<file path="src/rtcc_pkg.sv">
package rtcc_pkg;

  // Timing of one prescaler step, 1/128 s
  localparam int CLK_PERIOD_NS  = 10;
  localparam int STEP_PERIOD_NS = 7812500;
  localparam int STEP_CYCLES    = STEP_PERIOD_NS / CLK_PERIOD_NS;
  localparam int STEP_CNT_W     = 20;

  // Bus geometry
  localparam int ADDR_W = 6;
  localparam int DATA_W = 32;

  // Register byte offsets
  localparam logic [5:0] OFS_PRESCALER = 6'h00;
  localparam logic [5:0] OFS_SECONDS   = 6'h04;
  localparam logic [5:0] OFS_MINUTES   = 6'h08;
  localparam logic [5:0] OFS_HOURS     = 6'h0C;
  localparam logic [5:0] OFS_WEEKDAY   = 6'h10;
  localparam logic [5:0] OFS_DATE      = 6'h14;
  localparam logic [5:0] OFS_MONTH     = 6'h18;
  localparam logic [5:0] OFS_YEAR      = 6'h1C;
  localparam logic [5:0] OFS_CONTROL   = 6'h20;

  // Writable bits of each counter
  localparam logic [7:0] MASK_SEC   = 8'h7F;
  localparam logic [7:0] MASK_MIN   = 8'h7F;
  localparam logic [7:0] MASK_HOUR  = 8'h3F;
  localparam logic [7:0] MASK_WEEK  = 8'h07;
  localparam logic [7:0] MASK_DATE  = 8'h3F;
  localparam logic [7:0] MASK_MONTH = 8'h1F;
  localparam logic [7:0] MASK_YEAR  = 8'hFF;

  // Counter limits in packed BCD
  localparam logic [7:0] BCD_ZERO  = 8'h00;
  localparam logic [7:0] BCD_ONE   = 8'h01;
  localparam logic [7:0] SEC_MAX   = 8'h59;
  localparam logic [7:0] SEC_HALF  = 8'h30;
  localparam logic [7:0] MIN_MAX   = 8'h59;
  localparam logic [7:0] HOUR_MAX  = 8'h23;
  localparam logic [7:0] WEEK_MAX  = 8'h06;
  localparam logic [7:0] MONTH_MAX = 8'h12;
  localparam logic [7:0] YEAR_MAX  = 8'h99;
  localparam logic [7:0] DAYS_31   = 8'h31;
  localparam logic [7:0] DAYS_30   = 8'h30;
  localparam logic [7:0] DAYS_29   = 8'h29;
  localparam logic [7:0] DAYS_28   = 8'h28;
  localparam logic [7:0] MON_FEB   = 8'h02;
  localparam logic [7:0] MON_APR   = 8'h04;
  localparam logic [7:0] MON_JUN   = 8'h06;
  localparam logic [7:0] MON_SEP   = 8'h09;
  localparam logic [7:0] MON_NOV   = 8'h11;
  localparam logic [3:0] DIGIT_NINE = 4'h9;
  localparam logic [3:0] DIGIT_ZERO = 4'h0;
  localparam logic [3:0] DIGIT_ONE  = 4'h1;

  // Control register fields
  localparam int         CTL_RUN_BIT    = 0;
  localparam int         CTL_CLKRST_BIT = 1;
  localparam int         CTL_ROUND_BIT  = 2;
  localparam logic       CTL_RUN_RESET  = 1'b1;

  // Prescaler view
  localparam int         PRE_W    = 7;
  localparam logic [6:0] PRE_FULL = 7'h7F;
  localparam logic [6:0] PRE_ZERO = 7'h00;
  localparam logic [6:0] PRE_ONE  = 7'h01;

  // Bus handshake states
  typedef enum logic [1:0] {
    BUS_IDLE = 2'b01,
    BUS_DONE = 2'b10
  } rtcc_bus_e;

  // Packed BCD plus one, no range check
  function automatic logic [7:0] rtcc_bcd_inc(input logic [7:0] v);
    if (v[3:0] == DIGIT_NINE) begin
      return {v[7:4] + DIGIT_ONE, DIGIT_ZERO};
    end
    return {v[7:4], v[3:0] + DIGIT_ONE};
  endfunction

  // One counter step: carry out in bit 8, wrap to lowest at highest
  function automatic logic [8:0] rtcc_step(input logic [7:0] v,
                                           input logic [7:0] hi,
                                           input logic [7:0] lo);
    if (v == hi) begin
      return {1'b1, lo};
    end
    return {1'b0, rtcc_bcd_inc(v)};
  endfunction

  // Year multiple of four: 10*t+u mod 4 equals 2*t+u mod 4
  function automatic logic rtcc_is_leap(input logic [7:0] yr);
    logic [3:0] s;
    s = {2'b00, yr[4], 1'b0} + yr[3:0];
    return (s[1:0] == 2'b00);
  endfunction

  // Last date of a month
  function automatic logic [7:0] rtcc_last_day(input logic [7:0] mon,
                                               input logic       leap);
    if (mon == MON_FEB) begin
      return leap ? DAYS_29 : DAYS_28;
    end
    if (mon == MON_APR || mon == MON_JUN || mon == MON_SEP || mon == MON_NOV) begin
      return DAYS_30;
    end
    return DAYS_31;
  endfunction

endpackage

</file>
<file path="src/rtcc_pre_if.sv">
`timescale 1ns/100ps
// Link between the calendar core and the prescaler
interface rtcc_pre_if;
  logic         run;    // Count enable
  logic         clear;  // Clear prescaler, one-cycle pulse
  logic         carry;  // Once-per-second carry, one-cycle pulse
  logic [6:0]   view;   // Divider stages 1 Hz..64 Hz
  modport ctrl (output run, output clear, input carry, input view);
  modport pre  (input run, input clear, output carry, output view);
endinterface

</file>
<file path="src/rtcc_prescaler.sv">
`timescale 1ns/100ps
module rtcc_prescaler
  import rtcc_pkg::*;
#(
  parameter int STEP_CYCLES_P = STEP_CYCLES
) (
  input  wire logic  clk,
  input  wire logic  arst_n,
  rtcc_pre_if.pre    pif
);

  logic [STEP_CNT_W-1:0] step_cnt;  // Cycles within one 1/128 s step
  logic                  step;      // One step elapsed
  logic [PRE_W-1:0]      view;      // Divider stages, kept over reset

  // Step strobe only while counting
  assign step = pif.run && (step_cnt == STEP_CNT_W'(STEP_CYCLES_P - 1));

  // Step divider; bus-side logic, so reset is fine here
  always_ff @(posedge clk or negedge arst_n) begin
    if (!arst_n) begin
      step_cnt <= '0;
    end else if (pif.clear || step) begin
      // Clear restarts a full step so the first second is whole
      step_cnt <= '0;
    end else if (pif.run) begin
      step_cnt <= step_cnt + STEP_CNT_W'(1);
    end
  end

  // Stage view: no reset, survives power-on and manual reset
  always_ff @(posedge clk) begin
    if (pif.clear) begin
      view <= PRE_ZERO;
    end else if (step) begin
      view <= view + PRE_ONE;
    end
  end

  // Carry once per second when all stages roll over
  assign pif.carry = step && (view == PRE_FULL);
  assign pif.view  = view;

endmodule

</file>
<file path="src/rtcc_counter_chain.sv">
`timescale 1ns/100ps
// How it works
// - Eight-bit read-only stage view, top bit zero
// - Clock-reset or rounding write clears stage view
// - Counters and stage view survive the arst_n reset
// - Counters hold packed BCD, units low
// - Seconds count per prescaler carry, 00-59
// - Minutes count per seconds carry, 00-59
// - Hours count per minutes carry, 00-23
// - Weekday counts per day, Sunday 0..Saturday 6
// - Date counts per day carry, 01-31
// - Last date follows month and leap year
// - Month counts per date carry, to 12
// - Year holds two digits, 00-99
// - Year multiple of four is leap, 00 included
module rtcc_counter_chain
  import rtcc_pkg::*;
#(
  parameter int STEP_CYCLES_P = STEP_CYCLES
) (
  input  wire logic              clk,
  input  wire logic              arst_n,
  input  wire logic [ADDR_W-1:0] avs_address,
  input  wire logic              avs_read,
  input  wire logic              avs_write,
  input  wire logic [DATA_W-1:0] avs_writedata,
  input  wire logic [3:0]        avs_byteenable,
  output logic      [DATA_W-1:0] avs_readdata,
  output logic                   avs_waitrequest
);

  // Bus handshake. Every access costs exactly one wait cycle, which
  // gives the read mux a full cycle before the data is registered;
  // the price is half the bus rate, harmless for a clock block
  rtcc_bus_e   bus_state;   // One wait state per access
  rtcc_bus_e   next_bus_state;
  logic        req;         // Read or write pending
  logic        fire;        // Access completes this edge
  logic        wr_fire;     // Write takes effect this edge
  logic [7:0]  wbyte;       // Low write byte
  logic [7:0]  rd_val;      // Addressed register value
  logic        ctl_wr;      // Write to the control register lands

  // Control. The action bits are pulses, not stored state, so they
  // can never stay set and hold the stage view cleared
  logic        run;         // Counting enabled
  logic        clk_rst;     // Clock-reset write pulse
  logic        round;       // Half-minute rounding write pulse

  // Calendar counters, packed BCD. Storage keeps all eight bits; the
  // masks on write and read make the unused bits read zero
  logic [7:0]  seconds_bcd;
  logic [7:0]  minutes_bcd;
  logic [7:0]  hours_bcd;
  logic [7:0]  weekday_code;
  logic [7:0]  date_bcd;
  logic [7:0]  month_bcd;
  logic [7:0]  year_bcd;

  // Next values, the single source of every counter update
  // (carry, rounding or software write)
  logic [7:0]  next_seconds;
  logic [7:0]  next_minutes;
  logic [7:0]  next_hours;
  logic [7:0]  next_weekday;
  logic [7:0]  next_date;
  logic [7:0]  next_month;
  logic [7:0]  next_year;

  // Carries between counters; each is high for one cycle at most
  // and feeds only the next counter up, except day_in, which feeds weekday and date
  logic        sec_in;      // Into seconds
  logic        min_in;      // Into minutes
  logic        hour_in;     // Into hours
  logic        day_in;      // Into weekday and date
  logic        mon_in;      // Into month
  logic        yr_in;       // Into year
  logic        leap;        // Current year is leap
  logic [7:0]  last_day;    // Last date of current month

  // Link to the prescaler
  rtcc_pre_if  pif ();

  // Prescaler with its divider. It owns the stage view so that the
  // clear and the count can never fight over the same flip-flops
  rtcc_prescaler #(
    .STEP_CYCLES_P (STEP_CYCLES_P)
  ) u_prescaler (
    .clk    (clk),
    .arst_n (arst_n),
    .pif    (pif)
  );

  // Run gates the divider, clears come from either action pulse
  assign pif.run   = run;
  // Either control bit clears the stages
  assign pif.clear = clk_rst || round;

  // Request and strobes
  assign req     = avs_read || avs_write;
  assign fire    = req && (bus_state == BUS_DONE);
  assign wr_fire = fire && avs_write && avs_byteenable[0];
  assign wbyte   = avs_writedata[7:0];
  // Control decode shared by the run bit and the action pulses
  assign ctl_wr  = wr_fire && (avs_address == OFS_CONTROL);

  // High only in the wait cycle of a request. Combinational so that a
  // request is stalled in the very cycle it appears; a registered
  // stall would let the first edge complete an access unseen
  assign avs_waitrequest = req && (bus_state == BUS_IDLE);

  // Handshake next state
  always_comb begin
    next_bus_state = BUS_IDLE;
    case (bus_state)
      BUS_IDLE: begin
        // First cycle of a request waits
        next_bus_state = req ? BUS_DONE : BUS_IDLE;
      end
      BUS_DONE: begin
        // Always return so each access costs two cycles
        next_bus_state = BUS_IDLE;
      end
      default: begin
        next_bus_state = BUS_IDLE;
      end
    endcase
  end

  // Handshake state
  always_ff @(posedge clk or negedge arst_n) begin
    if (!arst_n) begin
      bus_state <= BUS_IDLE;
    end else begin
      bus_state <= next_bus_state;
    end
  end

  // Read mux, unused high bits read zero. Masking here as well as on
  // write keeps the read side right even if a counter ever carries
  // garbage in its upper bits, e.g. straight after power-up
  always_comb begin
    rd_val = BCD_ZERO;
    case (avs_address)
      // Stage view top bit is tied to zero
      OFS_PRESCALER: rd_val = {1'b0, pif.view};
      OFS_SECONDS:   rd_val = seconds_bcd & MASK_SEC;
      OFS_MINUTES:   rd_val = minutes_bcd & MASK_MIN;
      OFS_HOURS:     rd_val = hours_bcd & MASK_HOUR;
      OFS_WEEKDAY:   rd_val = weekday_code & MASK_WEEK;
      OFS_DATE:      rd_val = date_bcd & MASK_DATE;
      OFS_MONTH:     rd_val = month_bcd & MASK_MONTH;
      OFS_YEAR:      rd_val = year_bcd & MASK_YEAR;
      OFS_CONTROL: begin
        // Only the run bit reads back; action bits read zero
        rd_val[CTL_RUN_BIT] = run;
      end
      default: begin
        // Unmapped offsets read zero
        rd_val = BCD_ZERO;
      end
    endcase
  end

  // Read data captured in the wait cycle, stable when answered.
  // A counter that ticks during the answering cycle is not seen;
  // software reads the value of the edge before
  always_ff @(posedge clk or negedge arst_n) begin
    if (!arst_n) begin
      avs_readdata <= '0;
    end else if (avs_read && bus_state == BUS_IDLE) begin
      avs_readdata <= {{(DATA_W - 8){1'b0}}, rd_val};
    end
  end

  // Run bit; counting is on after reset. Clearing it also freezes the
  // divider, so a stop and restart loses no fraction of a step
  always_ff @(posedge clk or negedge arst_n) begin
    if (!arst_n) begin
      run <= CTL_RUN_RESET;
    end else if (ctl_wr) begin
      run <= wbyte[CTL_RUN_BIT];
    end
  end

  // Action bits as one-cycle pulses; they act one cycle after the
  // write edge, which keeps the clear off the bus-decode path
  always_ff @(posedge clk or negedge arst_n) begin
    if (!arst_n) begin
      clk_rst <= 1'b0;
      round   <= 1'b0;
    end else begin
      clk_rst <= ctl_wr && wbyte[CTL_CLKRST_BIT];
      round   <= ctl_wr && wbyte[CTL_ROUND_BIT];
    end
  end

  // Calendar arithmetic and software writes. The whole carry chain
  // ripples in one cycle: a second carry can turn over the year in
  // a single edge. Long path, but the clock is slow next to it
  always_comb begin
    logic [8:0] s;
    s            = '0;
    next_seconds = seconds_bcd;
    next_minutes = minutes_bcd;
    next_hours   = hours_bcd;
    next_weekday = weekday_code;
    next_date    = date_bcd;
    next_month   = month_bcd;
    next_year    = year_bcd;
    min_in       = 1'b0;
    hour_in      = 1'b0;
    day_in       = 1'b0;
    mon_in       = 1'b0;
    yr_in        = 1'b0;
    // Leap and last day come from the stored year and month
    leap         = rtcc_is_leap(year_bcd);
    last_day     = rtcc_last_day(month_bcd, leap);
    sec_in       = pif.carry;

    // Rounding: below 30 s drop seconds, else round up a minute
    if (round) begin
      next_seconds = BCD_ZERO;
      min_in       = (seconds_bcd >= SEC_HALF);
    end else if (sec_in) begin
      s            = rtcc_step(seconds_bcd, SEC_MAX, BCD_ZERO);
      next_seconds = s[7:0];
      min_in       = s[8];
    end

    if (min_in) begin
      s            = rtcc_step(minutes_bcd, MIN_MAX, BCD_ZERO);
      next_minutes = s[7:0];
      hour_in      = s[8];
    end

    // No twelve-hour mode; hours always run 00 to 23
    if (hour_in) begin
      s          = rtcc_step(hours_bcd, HOUR_MAX, BCD_ZERO);
      next_hours = s[7:0];
      day_in     = s[8];
    end

    if (day_in) begin
      s            = rtcc_step(weekday_code, WEEK_MAX, BCD_ZERO);
      next_weekday = s[7:0];
      // Weekday has no tie to the date; both follow the day carry.
      // Date tops out at the month's own last day
      s            = rtcc_step(date_bcd, last_day, BCD_ONE);
      next_date    = s[7:0];
      mon_in       = s[8];
    end

    if (mon_in) begin
      // A month of 00 steps to 01 like any other value
      s          = rtcc_step(month_bcd, MONTH_MAX, BCD_ONE);
      next_month = s[7:0];
      yr_in      = s[8];
    end

    // The year wraps 99 to 00, which counts as leap again
    if (yr_in) begin
      s         = rtcc_step(year_bcd, YEAR_MAX, BCD_ZERO);
      next_year = s[7:0];
    end

    // A write wins over a carry in the same cycle; software is
    // expected to stop counting first, so this only matters for
    // the hours carry-check method
    if (wr_fire) begin
      case (avs_address)
        OFS_SECONDS: next_seconds = wbyte & MASK_SEC;
        OFS_MINUTES: next_minutes = wbyte & MASK_MIN;
        OFS_HOURS:   next_hours   = wbyte & MASK_HOUR;
        OFS_WEEKDAY: next_weekday = wbyte & MASK_WEEK;
        OFS_DATE:    next_date    = wbyte & MASK_DATE;
        OFS_MONTH:   next_month   = wbyte & MASK_MONTH;
        OFS_YEAR:    next_year    = wbyte & MASK_YEAR;
        default: begin
          // Other offsets leave the counters alone
          next_year = next_year;
        end
      endcase
    end
  end

  // Counters: no reset at all, contents ride through any reset.
  // Out-of-range values written by software give no defined
  // sequence; nothing here repairs them
  // Simulation shows them unknown until software first writes them
  always_ff @(posedge clk) begin
    seconds_bcd  <= next_seconds;
    minutes_bcd  <= next_minutes;
    hours_bcd    <= next_hours;
    weekday_code <= next_weekday;
    date_bcd     <= next_date;
    month_bcd    <= next_month;
    year_bcd     <= next_year;
  end

endmodule

</file>
<file path="config.mk">
export PLATFORM = sky130hd
export DESIGN_NAME = rtcc_counter_chain
export DESIGN_NICKNAME = d
export VERILOG_FILES = /design/src/rtcc_pkg.sv /design/src/rtcc_pre_if.sv /design/src/rtcc_prescaler.sv /design/src/rtcc_counter_chain.sv
export SDC_FILE = /design/constraint.sdc
export NUM_CORES = 1
export LEC_CHECK = 0
export BUFFER_PORTS_ARGS = -buffer_cell sky130_fd_sc_hd__clkbuf_2
export CORE_MARGIN = 1.5
export CORE_UTILIZATION = 59
export DETAILED_ROUTE_END_ITERATION = 7
export HOLD_SLACK_MARGIN = 0.15
export PLACE_DENSITY = 0.81
export SLEW_MARGIN = 20
export SYNTH_ARGS = -nofsm -noshare
export SYNTH_HDL_FRONTEND = slang
export SYNTH_SLANG_ARGS = --single-unit
</file>
<file path="constraint.sdc">
create_clock -name clk -period 3.5 [get_ports clk]
set_input_delay 0.35 -clock clk [delete_from_list [all_inputs] [get_ports clk]]
set_output_delay 0.35 -clock clk [all_outputs]
set_load 0.01 [all_outputs]
</file>
=== Word-level counts from Yosys, hierarchy flattened ===
Cells that the tools add are included.

* Register bits: 96
* Word-level logic and storage cells: 189

* Add/subtract/negate cells: 17
* Order comparisons: 1
* Equal/unequal tests: 31
* Muxes and demuxes: 107
* Reductions and logical operators: 19

{| class="wikitable"
|+ Operator list
! cell !! number
|-
| 8-bit two-way mux || 44
|-
| 9-bit two-way mux || 10
|-
| 4-bit by 1-bit adder with 4-bit output, second input constant || 14
|-
| 7-bit one-hot mux with 8 select lines || 1
|-
| 1-bit two-way mux || 47
|-
| 20-bit two-way mux || 2
|-
| 4-bit == test, second input constant || 7
|-
| 6-bit by 5-bit == test with 1-bit output, second input constant || 4
|-
| 8-bit by 3-bit == test with 1-bit output, second input constant || 3
|-
| 20-bit by 1-bit adder with 20-bit output, second input constant || 1
|-
| 20-bit == test, second input constant || 1
|-
| 8-bit by 5-bit == test with 1-bit output, second input constant || 2
|-
| 8-bit by 7-bit == test with 1-bit output, second input constant || 2
|-
| 6-bit by 4-bit == test with 1-bit output, second input constant || 2
|-
| 1-bit logical AND || 10
|-
| 1-bit one-hot mux with 9 select lines || 1
|-
| 8-bit by 2-bit == test with 1-bit output, second input constant || 1
|-
| 8-bit by 4-bit == test with 1-bit output, second input constant || 1
|-
| 8-bit by 6-bit == test with 1-bit output, second input constant || 1
|-
| 8-bit == test || 1
|-
| 8-bit == test, second input constant || 1
|-
| 8-bit by 6-bit >= comparator with 1-bit output, second input constant || 1
|-
| 7-bit by 1-bit adder with 7-bit output, second input constant || 1
|-
| 7-bit == test, second input constant || 1
|-
| 10 further kinds || 16
|}

=== Depth between registers and ports, before layout ===
Gate-level depths: netlist (run 1).

* Depth after elaboration: 44
* Mapped depth: 10
* Gate-level depth less buffers: 9

=== Modules after synthesis ===
A second synthesis (run 1) with hierarchy kept.

* Cells, all modules: 727
* Area total of the unflattened synthesis: 6123.4 um2

{| class="wikitable"
|+ By module, submodules not included
! module !! instances !! cells each !! area an instance (um2)
|-
| rtcc_counter_chain || 1 || 574 || 4689.5
|-
| rtcc_prescaler || 1 || 153 || 1433.9
|}

=== Least setup slack after synthesis (run 1) ===
No wires, ideal clock.

* Path kind: register -> register
* From: reg month_bcd[4]
* To: reg month_bcd[2]
* Library setup time: 74 ps
* Arrival: 2347 ps
* Data required time: 3426 ps
* Setup slack: 1078 ps
* Cell stages (with the launch flop): 10
* Path buffers: 0
* Cells stage by stage: dfxtp_1 -> inv_1 -> ha_1 -> and4bb_1 -> nand3_1 -> o31ai_4 -> nor3_1 -> o21ai_2 -> or4_1 -> a31oi_1

* Longest elaborated chain between the ends: 16
* Elaborated cells between the ends (all ways): 26
* Those cells by class: 7 x eq/ne; 16 x mux; 3 x reduce/logical

{| class="wikitable"
|+ Ends and longest elaborated chain
! item !! line !! RTL
|-
| start: declaration || rtcc_counter_chain.sv:57 || <nowiki>logic [7:0] month_bcd;</nowiki>
|-
| start signal: assignment || rtcc_counter_chain.sv:297 || <nowiki>month_bcd <= next_month;</nowiki>
|-
| 8-bit by 3-bit == test with 1-bit output || rtcc_pkg.sv:105 || <nowiki>if (mon == MON_APR || mon == MON_JUN || mon == MON_SEP || mon == MON_NOV) begin</nowiki>
|-
| 1-bit logical OR (3 in series) || rtcc_pkg.sv:105 ||
|-
| 1-bit two-way mux (2 in series) || rtcc_pkg.sv:105 ||
|-
| 8-bit two-way mux || rtcc_pkg.sv:108 || <nowiki>return DAYS_31;</nowiki>
|-
| 8-bit two-way mux || rtcc_pkg.sv:105 ||
|-
| 8-bit == test || rtcc_pkg.sv:86 || <nowiki>if (v == hi) begin</nowiki>
|-
| 1-bit two-way mux || rtcc_pkg.sv:86 ||
|-
| 1-bit two-way mux || rtcc_counter_chain.sv:244 || <nowiki>if (day_in) begin</nowiki>
|-
| 9-bit two-way mux || rtcc_pkg.sv:89 || <nowiki>return {1'b0, rtcc_bcd_inc(v)};</nowiki>
|-
| 1-bit two-way mux || rtcc_counter_chain.sv:244 ||
|-
| 8-bit two-way mux * || rtcc_counter_chain.sv:254 || <nowiki>if (mon_in) begin</nowiki>
|-
| 8-bit two-way mux || rtcc_counter_chain.sv:271 || <nowiki>case (avs_address)</nowiki>
|-
| 8-bit two-way mux * || rtcc_counter_chain.sv:270 || <nowiki>if (wr_fire) begin</nowiki>
|-
| named net next_month[2] || rtcc_counter_chain.sv:67 || <nowiki>logic [7:0] next_month;</nowiki>
|}

Mark *: on every way through the listed nets, which the timed path passes. The rest lies on a longest branch. The select of a mux whose other input is x is not followed.
A chain may end at the register's enable or synchronous reset.

=== Final worst setup path (run 1) ===
* From: reg seconds_bcd[4]
* To: reg month_bcd[1]

* Longest elaborated chain between the ends: 13
* Elaborated cells between the ends (all ways): 14
* Those cells by class: 1 x order compare; 1 x eq/ne; 12 x mux

{| class="wikitable"
|+ Ends and longest elaborated chain
! item !! line !! RTL
|-
| start: declaration || rtcc_counter_chain.sv:52 || <nowiki>logic [7:0] seconds_bcd;</nowiki>
|-
| start signal: assignment || rtcc_counter_chain.sv:292 || <nowiki>seconds_bcd <= next_seconds;</nowiki>
|-
| 8-bit by 7-bit == test with 1-bit output || rtcc_pkg.sv:86 ||
|-
| 1-bit two-way mux || rtcc_pkg.sv:86 ||
|-
| 1-bit two-way mux || rtcc_counter_chain.sv:225 || <nowiki>end else if (sec_in) begin</nowiki>
|-
| 1-bit two-way mux || rtcc_counter_chain.sv:222 || <nowiki>if (round) begin</nowiki>
|-
| 9-bit two-way mux || rtcc_pkg.sv:89 ||
|-
| 1-bit two-way mux || rtcc_counter_chain.sv:225 ||
|-
| 1-bit two-way mux * || rtcc_counter_chain.sv:222 ||
|-
| 1-bit two-way mux * || rtcc_counter_chain.sv:231 || <nowiki>if (min_in) begin</nowiki>
|-
| 1-bit two-way mux * || rtcc_counter_chain.sv:238 || <nowiki>if (hour_in) begin</nowiki>
|-
| 1-bit two-way mux * || rtcc_counter_chain.sv:244 ||
|-
| 8-bit two-way mux * || rtcc_counter_chain.sv:254 ||
|-
| 8-bit two-way mux || rtcc_counter_chain.sv:271 ||
|-
| 8-bit two-way mux * || rtcc_counter_chain.sv:270 ||
|-
| named net next_month[1] || rtcc_counter_chain.sv:67 ||
|}

Marks and branches as above.

==> results of run 1 <==
## logic make-up (layout without fill, tap and decap cells)
| family | after synthesis | count (layout) |
|---|---|---|
| XOR/XNOR | 35 | 35 |
| multiplexers | 27 | 27 |
| other | 1 | 24 |
| AND/OR/NAND/NOR | 321 | 321 |
| AO/OA/AOI/OAI | 145 | 145 |
| flip-flops | 96 | 96 |
| buffers and inverters | 84 | 85 |
| adder cells (fa/ha/maj) | 28 | 28 |
## per-layer routing
layer  vias to the layer above  wire, microns  part of all wire
li1                       2621              -                 -
met2                       210           7130              0.46
met4                         0            456             0.030
met3                        36            988             0.064
met5                         -              0                 0
met1                      2617           6797              0.44
## registers in the layout (all words and copies together), names as in the netlist
| name | flops |
|---|---|
| avs_readdata | 8 |
| bus_state | 2 |
| clk_rst | 1 |
| date_bcd | 8 |
| hours_bcd | 8 |
| minutes_bcd | 8 |
| month_bcd | 8 |
| pif.run | 1 |
| round | 1 |
| seconds_bcd | 8 |
| u_prescaler.pif.view | 7 |
| u_prescaler.step_cnt | 20 |
| weekday_code | 8 |
| year_bcd | 8 |
## power by group through the flow
stage / Clock, W / Combinational (W) / Sequential [W]
floorplan: 0 / 0.000218 / 0.00122
global placement: 0 / 0.000266 / 0.00124
finish: 0.000811 / 0.000281 / 0.00122
global route: 0.000866 / 0.000310 / 0.00123
CTS: 0.000816 / 0.000278 / 0.00122
detailed placement: 0 / 0.000275 / 0.00124
## cell usage after synthesis, types with 4 or more instances
library cell                n  area [sq um]
sky130_fd_sc_hd__nor2_1    94         352.8
sky130_fd_sc_hd__nand2_1   72         270.3
sky130_fd_sc_hd__dfxtp_1   63          1261
sky130_fd_sc_hd__o21ai_0   47         235.2
sky130_fd_sc_hd__inv_1     33         123.9
sky130_fd_sc_hd__dfrtp_1   31         775.7
sky130_fd_sc_hd__ha_1      28         350.3
sky130_fd_sc_hd__nand3_1   28         140.1
sky130_fd_sc_hd__a31oi_1   27         168.9
sky130_fd_sc_hd__buf_4     25         187.7
sky130_fd_sc_hd__mux2i_1   24         240.2
sky130_fd_sc_hd__a21oi_1   20         100.1
sky130_fd_sc_hd__or3_1     20         125.1
sky130_fd_sc_hd__clkbuf_1  18         67.56
sky130_fd_sc_hd__xor2_1    18         157.7
sky130_fd_sc_hd__xnor2_1   17         148.9
sky130_fd_sc_hd__nand4_1   16         100.1
sky130_fd_sc_hd__nor3_1    15         75.07
sky130_fd_sc_hd__and3_1    14         87.58
sky130_fd_sc_hd__nand3b_1   8         60.06
sky130_fd_sc_hd__nor2b_1    6         37.54
sky130_fd_sc_hd__and2_1     5         31.28
sky130_fd_sc_hd__a211oi_1   4         30.03
sky130_fd_sc_hd__a221oi_1   4         35.03
sky130_fd_sc_hd__and3b_1    4         35.03
sky130_fd_sc_hd__and4_1     4         35.03
sky130_fd_sc_hd__buf_1      4         15.01
sky130_fd_sc_hd__buf_2      4         20.02
sky130_fd_sc_hd__nand2b_1   4         25.02
sky130_fd_sc_hd__o31ai_1    4         30.03
sky130_fd_sc_hd__or4_1      4         30.03
## path summary, 6_finish.rpt
kind                                        from                      end  slack [ns]  cells after the start
max in group asynchronous                 arst_n          avs_readdata[3]        2.37                      2
worst min-delay path            avs_writedata[7]              year_bcd[7]        0.23                      3
worst max register to register    seconds_bcd[4]             month_bcd[1]        0.49                      8
min in group asynchronous                 arst_n  u_prescaler.step_cnt[8]        0.61                      2
worst min register to register   weekday_code[7]          weekday_code[7]        0.50                      2
worst max-delay path              seconds_bcd[4]             month_bcd[1]        0.49                      8
## per-stage QoR
stage                     worst slack (ns)  cells  area [sq um]  total power, W  hold WS, ns
after global placement              0.5570    877          6276        0.001506       0.4729
final                               0.4888    894          6500        0.002314       0.2341
after global routing                0.3127    894          6500        0.002407       0.2494
after floorplan                      1.078    760          6205        0.001440      0.05441
after detailed placement            0.5240    877          6276        0.001519       0.4748
after CTS                           0.4984    894          6500        0.002313       0.2362
## area by class of cell
type | instances | area, sq um
Clock inverter | 3 | 65.06
Timing Repair Buffer | 36 | 205.2
Clock buffer | 13 | 148.9
Inverter | 33 | 123.9
Fill cell | 854 | 3410
Sequential cell | 96 | 2090
Tap cell | 133 | 166.4
Multi-Input combinational cell | 580 | 3701
## worst min-delay path: cells and delay by family
family / cells / cell delay, ns
simple gates: 1 / 0.09
buf+inv: 1 / 0.08
compound gates: 1 / 0.04
## what timing repair did
item	in CTS	in global routing
setup endpoints to repair	0	0
endpoints found under the hold margin	31	0
hold buffers	1	0
==> impl_metrics.py, run 1 <==
metrics = {
    "synth": {
        "synthXorXnorAreaFrac": 0.05010,
        "post_synth_and_or_nand_nor_area_fraction": 0.2759,
        "synth-edff-count": 0,
        "dominant_combinational_cell_family_by_area_after_synthesis": "simple AND/OR/NAND/NOR gates",
        "synth-seq-cells": 96,
        "synth_area_per_cell_sq_um": 8.302,
        "netlist-cell-type-count": 77,
        "sequential_area_share_after_synthesis": 0.3415,
        "synth_compound_gate_area_share": 0.1622,
        "async_reset_ff_frac": 0.3438,
        "post_synth_mux_area_share": 0.04479,
        "netlist_instances": 737,
        "synth_top_flop_cell": "sky130_fd_sc_hd__dfxtp_1",
        "area_of_the_mapped_netlist_sq_um": 6118,
        "synth.yosys.warnings": 0,
        "synthAdderAreaFrac": 0.05726,
    },
    "clock_network": {
        "cts.repair_timing.setup_buffer_count": 0,
        "htree_levels": 3,
        "worst_skew_pair.late_latency_ns": 0.37,
        "cts_tree": "built",
        "cts_inserted_buffers": 9,
        "cts_root_buf": "sky130_fd_sc_hd__clkbuf_8",
        "clkSinkCount": 96,
        "cts.repair.resized": 0,
        "cts-root-to-sink-buffers": 2,
        "path_clk_slew_ns": 0.10,
    },
    "setup_path": {
        "critPathKind": "reg2reg",
        "cp.buffers_inverters": 0,
        "critPathLaunchType": "register",
        "worst-endpoint-arrival_ns": 3.25,
        "critical_path.slowest_cell": "sky130_fd_sc_hd__o21ai_1",
        "cp.required_ns": 3.74,
        "family_with_the_most_delay_on_the_worst_path": "compound AO/OA/AOI/OAI gates",
        "category_of_the_worst_setup_path_capture_point": "register",
        "path_cells": "ha_1, or4b_1, and2_1, and3_1, o21ai_1, a211oi_2, mux2i_1, a21oi_1",
        "crit_path_max_fanout": 11,
        "delay_of_the_slowest_cell_on_the_worst_path_ns": 0.81,
    },
    "sta": {
        "fin_setup_tns_ns": 0,
        "skew_ns": 0.01949,
        "final.min_clock_period_ns": 3.011,
        "finalHoldViolations": 0,
        "maxSlewViolCount": 0,
        "maxClockFrequency_mhz": 332.1,
        "grt_setup_unrepaired": "no",
        "layout_worst_path_cycle_share": 0.8603,
        "finalSetupViolCount": 0,
        "tightestPinTransition_ns": 1.030,
        "timing.slew.headroom": 0.3089,
    },
    "grt": {
        "first_global_vias": 5041,
        "grtUsageMet3": 0.04180,
        "grt_first_pass_wirelength_microns": 25080,
        "met1_resource_use_gr": 0.3832,
        "grt_usage": 0.2864,
        "gr-max-usage-layer": "met2",
        "grtUsageMet2": 0.4622,
        "maximum_number_of_pins_on_one_net_before_global_route_repair": 34,
        "number_of_antenna_violations_at_the_first_check_in_global_routing": 0,
        "grt_overflow": 0,
    },
    "cells_and_area": {
        "area_delta_synth_final_pct": 6.237,
        "layout_commonest_cell": "sky130_fd_sc_hd__nor2_1",
        "layout.nets": 830,
        "diodes_inserted": 0,
        "fin_util": 0.6559,
        "drive_above_1_share": 0.09724,
        "mostFrequentLayoutCells": "94 x sky130_fd_sc_hd__nor2_1, 72 x sky130_fd_sc_hd__nand2_1, 63 x sky130_fd_sc_hd__dfxtp_1, 47 x sky130_fd_sc_hd__o21ai_0, 33 x sky130_fd_sc_hd__inv_1",
    },
    "power_and_ir_drop": {
        "leakage_nw": 2.878,
        "cell_internal_pwr_w": 0.001689,
        "p_switching_w": 0.0006250,
        "cell_pwr_density_nw_per_um2": 356.0,
        "share_seq_of_total_power": 0.528,
        "comb_power_share": 0.121,
        "clockPowerShare": 0.351,
        "switching_share": 0.2701,
        "ir_worst_vdd_mv": 0.2585,
    },
    "flow_run": {
        "timing.max_cap.violations": 0,
    },
    "die": {
        "core_ar_sq_um": 9910,
        "fp-row-count": 36,
        "floorplan.die_area_sq_um": 10990,
        "dieWidth_microns": 104.8,
        "top_level_ports": 79,
        "dieHeight_microns": 104.8,
        "initial_util": 0.6174,
    },
    "route": {
        "detail_route.wl_per_cell_microns": 17.20,
        "num_vias": 5484,
        "routed_via_density": 6.134,
        "routed_wl_microns": 15370,
        "pre_antenna_drt_iters": 7,
        "first_iter_violations": 387,
        "detail-route-antenna-nets": 0,
        "drcViolationCount": 0,
    },
    "placement": {
        "final_wtd_congestion": 0.9352,
        "dp_hpwl_microns": 11440,
        "place.port_buffers": 27,
    },
    "status": {
        "run_status": "finished, final reports clean",
    },
    "worst_hold_path": {
        "holdCritPathClass": "in2reg",
    },
}
Power figures use the tool's default switching activity.
==> run 2, diff against run 1 <==
--- a/config.mk
+++ b/config.mk
@@ -5,7 +5,7 @@
 export SDC_FILE = /design/constraint.sdc
 export NUM_CORES = 1
 export LEC_CHECK = 0
-export BUFFER_PORTS_ARGS = -buffer_cell sky130_fd_sc_hd__clkbuf_2
+export BUFFER_PORTS_ARGS = -buffer_cell sky130_fd_sc_hd__buf_2
 export CORE_MARGIN = 1.5
 export CORE_UTILIZATION = 59
 export DETAILED_ROUTE_END_ITERATION = 7
==> impl_metrics.py, run 2 (same netlist as run 1, synthesis figures left out) <==
metrics = {
    "status": {
        "run_status": "finished, final reports clean",
    },
    "clock_network": {
        "path_clk_slew_ns": 0.10,
        "cts-hold-fix-buffers": 1,
        "htree_levels": 3,
        "worst_skew_pair.late_latency_ns": 0.40,
        "cts_inserted_buffers": 9,
        "cts_tree": "built",
        "cts.repair_timing.setup_buffer_count": 0,
        "cts.repair.resized": 0,
        "clkSinkCount": 96,
        "cts_root_buf": "sky130_fd_sc_hd__clkbuf_8",
        "cts-root-to-sink-buffers": 2,
    },
    "power_and_ir_drop": {
        "post-layout-total-power_w": 0.002265,
        "leakage_nw": 2.859,
        "ir_worst_vdd_mv": 0.3189,
        "cell_pwr_density_nw_per_um2": 350.3,
    },
    "sta": {
        "skew_ns": 0.01244,
        "maxSlewViolCount": 0,
        "grt_setup_unrepaired": "no",
        "finalHoldViolations": 0,
        "timing.slew.headroom": 0.2715,
        "finalSetupViolCount": 0,
        "fin_setup_tns_ns": 0,
        "tightestPinTransition_ns": 1.085,
        "final.min_clock_period_ns": 3.122,
        "layout_worst_path_cycle_share": 0.8921,
        "maxClockFrequency_mhz": 320.3,
    },
    "setup_path": {
        "critical_path.slowest_cell": "sky130_fd_sc_hd__nor4bb_1",
        "reg2reg_setup_slack_ns": 0.38,
        "critPathLaunchType": "register",
        "path_cells": "inv_1, ha_1, nor4bb_1, nor4bb_1, and4_4, o21ai_1, a211oi_2, mux2i_1, a21oi_1",
        "category_of_the_worst_setup_path_capture_point": "register",
        "delay_of_the_slowest_cell_on_the_worst_path_ns": 0.60,
        "family_with_the_most_delay_on_the_worst_path": "simple AND/OR/NAND/NOR gates",
        "cp.buffers_inverters": 1,
        "crit_path_max_fanout": 11,
        "worst-endpoint-arrival_ns": 3.39,
        "crit_top_cell": "sky130_fd_sc_hd__nor4bb_1",
        "cp.required_ns": 3.77,
        "critPathKind": "reg2reg",
    },
    "die": {
        "top_level_ports": 79,
        "fp-row-count": 36,
        "core_ar_sq_um": 9910,
        "floorplan.die_area_sq_um": 10990,
        "dieHeight_microns": 104.8,
        "initial_util": 0.6174,
        "dieWidth_microns": 104.8,
    },
    "grt": {
        "number_of_antenna_violations_at_the_first_check_in_global_routing": 0,
        "first_global_vias": 5303,
        "grt_first_pass_wirelength_microns": 25640,
        "grt_overflow": 0,
        "grt_usage": 0.2945,
        "maximum_number_of_pins_on_one_net_before_global_route_repair": 34,
    },
    "route": {
        "pre_antenna_drt_iters": 5,
        "detail-route-antenna-nets": 0,
        "routed_wl_microns": 15610,
        "first_iter_violations": 554,
        "detail_route.wl_per_cell_microns": 17.50,
        "drcViolationCount": 0,
        "num_vias": 5501,
        "routed_via_density": 6.167,
    },
    "cells_and_area": {
        "layout_commonest_cell": "sky130_fd_sc_hd__nor2_1",
        "largest_reg_flops": 20,
        "fin_util": 0.6525,
        "diodes_inserted": 0,
        "mostFrequentLayoutCells": "94 x sky130_fd_sc_hd__nor2_1, 72 x sky130_fd_sc_hd__nand2_1, 63 x sky130_fd_sc_hd__dfxtp_1, 47 x sky130_fd_sc_hd__o21ai_0, 33 x sky130_fd_sc_hd__inv_1",
        "instances_no_fill": 892,
        "top_register": "u_prescaler.step_cnt",
        "drive_above_1_share": 0.09618,
        "layout.nets": 828,
        "area_delta_synth_final_pct": 5.685,
    },
    "worst_hold_path": {
        "holdCritPathClass": "in2reg",
    },
    "flow_run": {
        "timing.max_cap.violations": 0,
    },
    "placement": {
        "dp_hpwl_microns": 11510,
        "placedCellCount": 875,
        "place.port_buffers": 27,
        "final_wtd_congestion": 0.9264,
    },
}
==> run 2: cell types whose count changed in the layout (fill, tap and decap cells not counted), moves of 2 or more <==
cell and delta:
sky130_fd_sc_hd__buf_2 +27, sky130_fd_sc_hd__clkbuf_2 -27, sky130_fd_sc_hd__inv_6 +2, sky130_fd_sc_hd__buf_4 -2, sky130_fd_sc_hd__clkbuf_1 -2
==> run 2: worst register-to-register path, cell delays in order (launching register included) <==
cell and delay, ns:
sky130_fd_sc_hd__dfrtp_1 0.43, sky130_fd_sc_hd__inv_1 0.07, sky130_fd_sc_hd__ha_1 0.16, sky130_fd_sc_hd__nor4bb_1 0.18, sky130_fd_sc_hd__nor4bb_1 0.60, sky130_fd_sc_hd__and4_4 0.39, sky130_fd_sc_hd__o21ai_1 0.37, sky130_fd_sc_hd__a211oi_2 0.48
sky130_fd_sc_hd__mux2i_1 0.24, sky130_fd_sc_hd__a21oi_1 0.08
==> run 2: per-layer routing <==
| metal | GRT usage | vias to the layer above | share of wire |
|---|---|---|---|
| met5 | 0 | - | 0 |
| li1 | - | 2628 | - |
| met4 | 0.1135 | 0 | 0.032 |
| met1 | 0.3851 | 2591 | 0.43 |
| met2 | 0.4706 | 236 | 0.45 |
| met3 | 0.07049 | 46 | 0.081 |
==> run 2: report_power, final <==
part / total (W) / internal [W] / switching [W]
Clock: 0.000760 / 0.000335 / 0.000426
Combinational: 0.000279 / 0.000112 / 0.000168
Sequential: 0.00123 / 0.00115 / 0.0000713
==> run 2: cell type report <==
class | count | area [sq um]
Sequential cell | 96 | 2090
Timing Repair Buffer | 34 | 190.2
Inverter | 33 | 123.9
Clock buffer | 10 | 127.6
Multi-Input combinational cell | 580 | 3701
Clock inverter | 6 | 67.56
Fill cell | 848 | 3443
Tap cell | 133 | 166.4
==> run 2: path summary, 6_finish.rpt <==
check,cells after the start,startpoint,to
worst max-delay path,9,u_prescaler.step_cnt[1],month_bcd[1]
worst min-delay path,3,avs_writedata[6],seconds_bcd[6]
worst max register to register,9,u_prescaler.step_cnt[1],month_bcd[1]
worst min register to register,2,avs_readdata[5],avs_readdata[5]
max in group asynchronous,2,arst_n,u_prescaler.step_cnt[17]
min in group asynchronous,2,arst_n,avs_readdata[6]
==> run 2: per-stage QoR <==
step / hold WS [ns] / worst slack [ns] / cell area, sq um
3_3_place_gp: 0.4434 / 0.5648 / 6261
2_1_floorplan: 0.05441 / 1.078 / 6205
3_5_place_dp: 0.4471 / 0.4744 / 6261
5_1_grt: 0.2287 / 0.2413 / 6466
6_report: 0.2167 / 0.3776 / 6466
4_1_cts: 0.2097 / 0.4518 / 6466
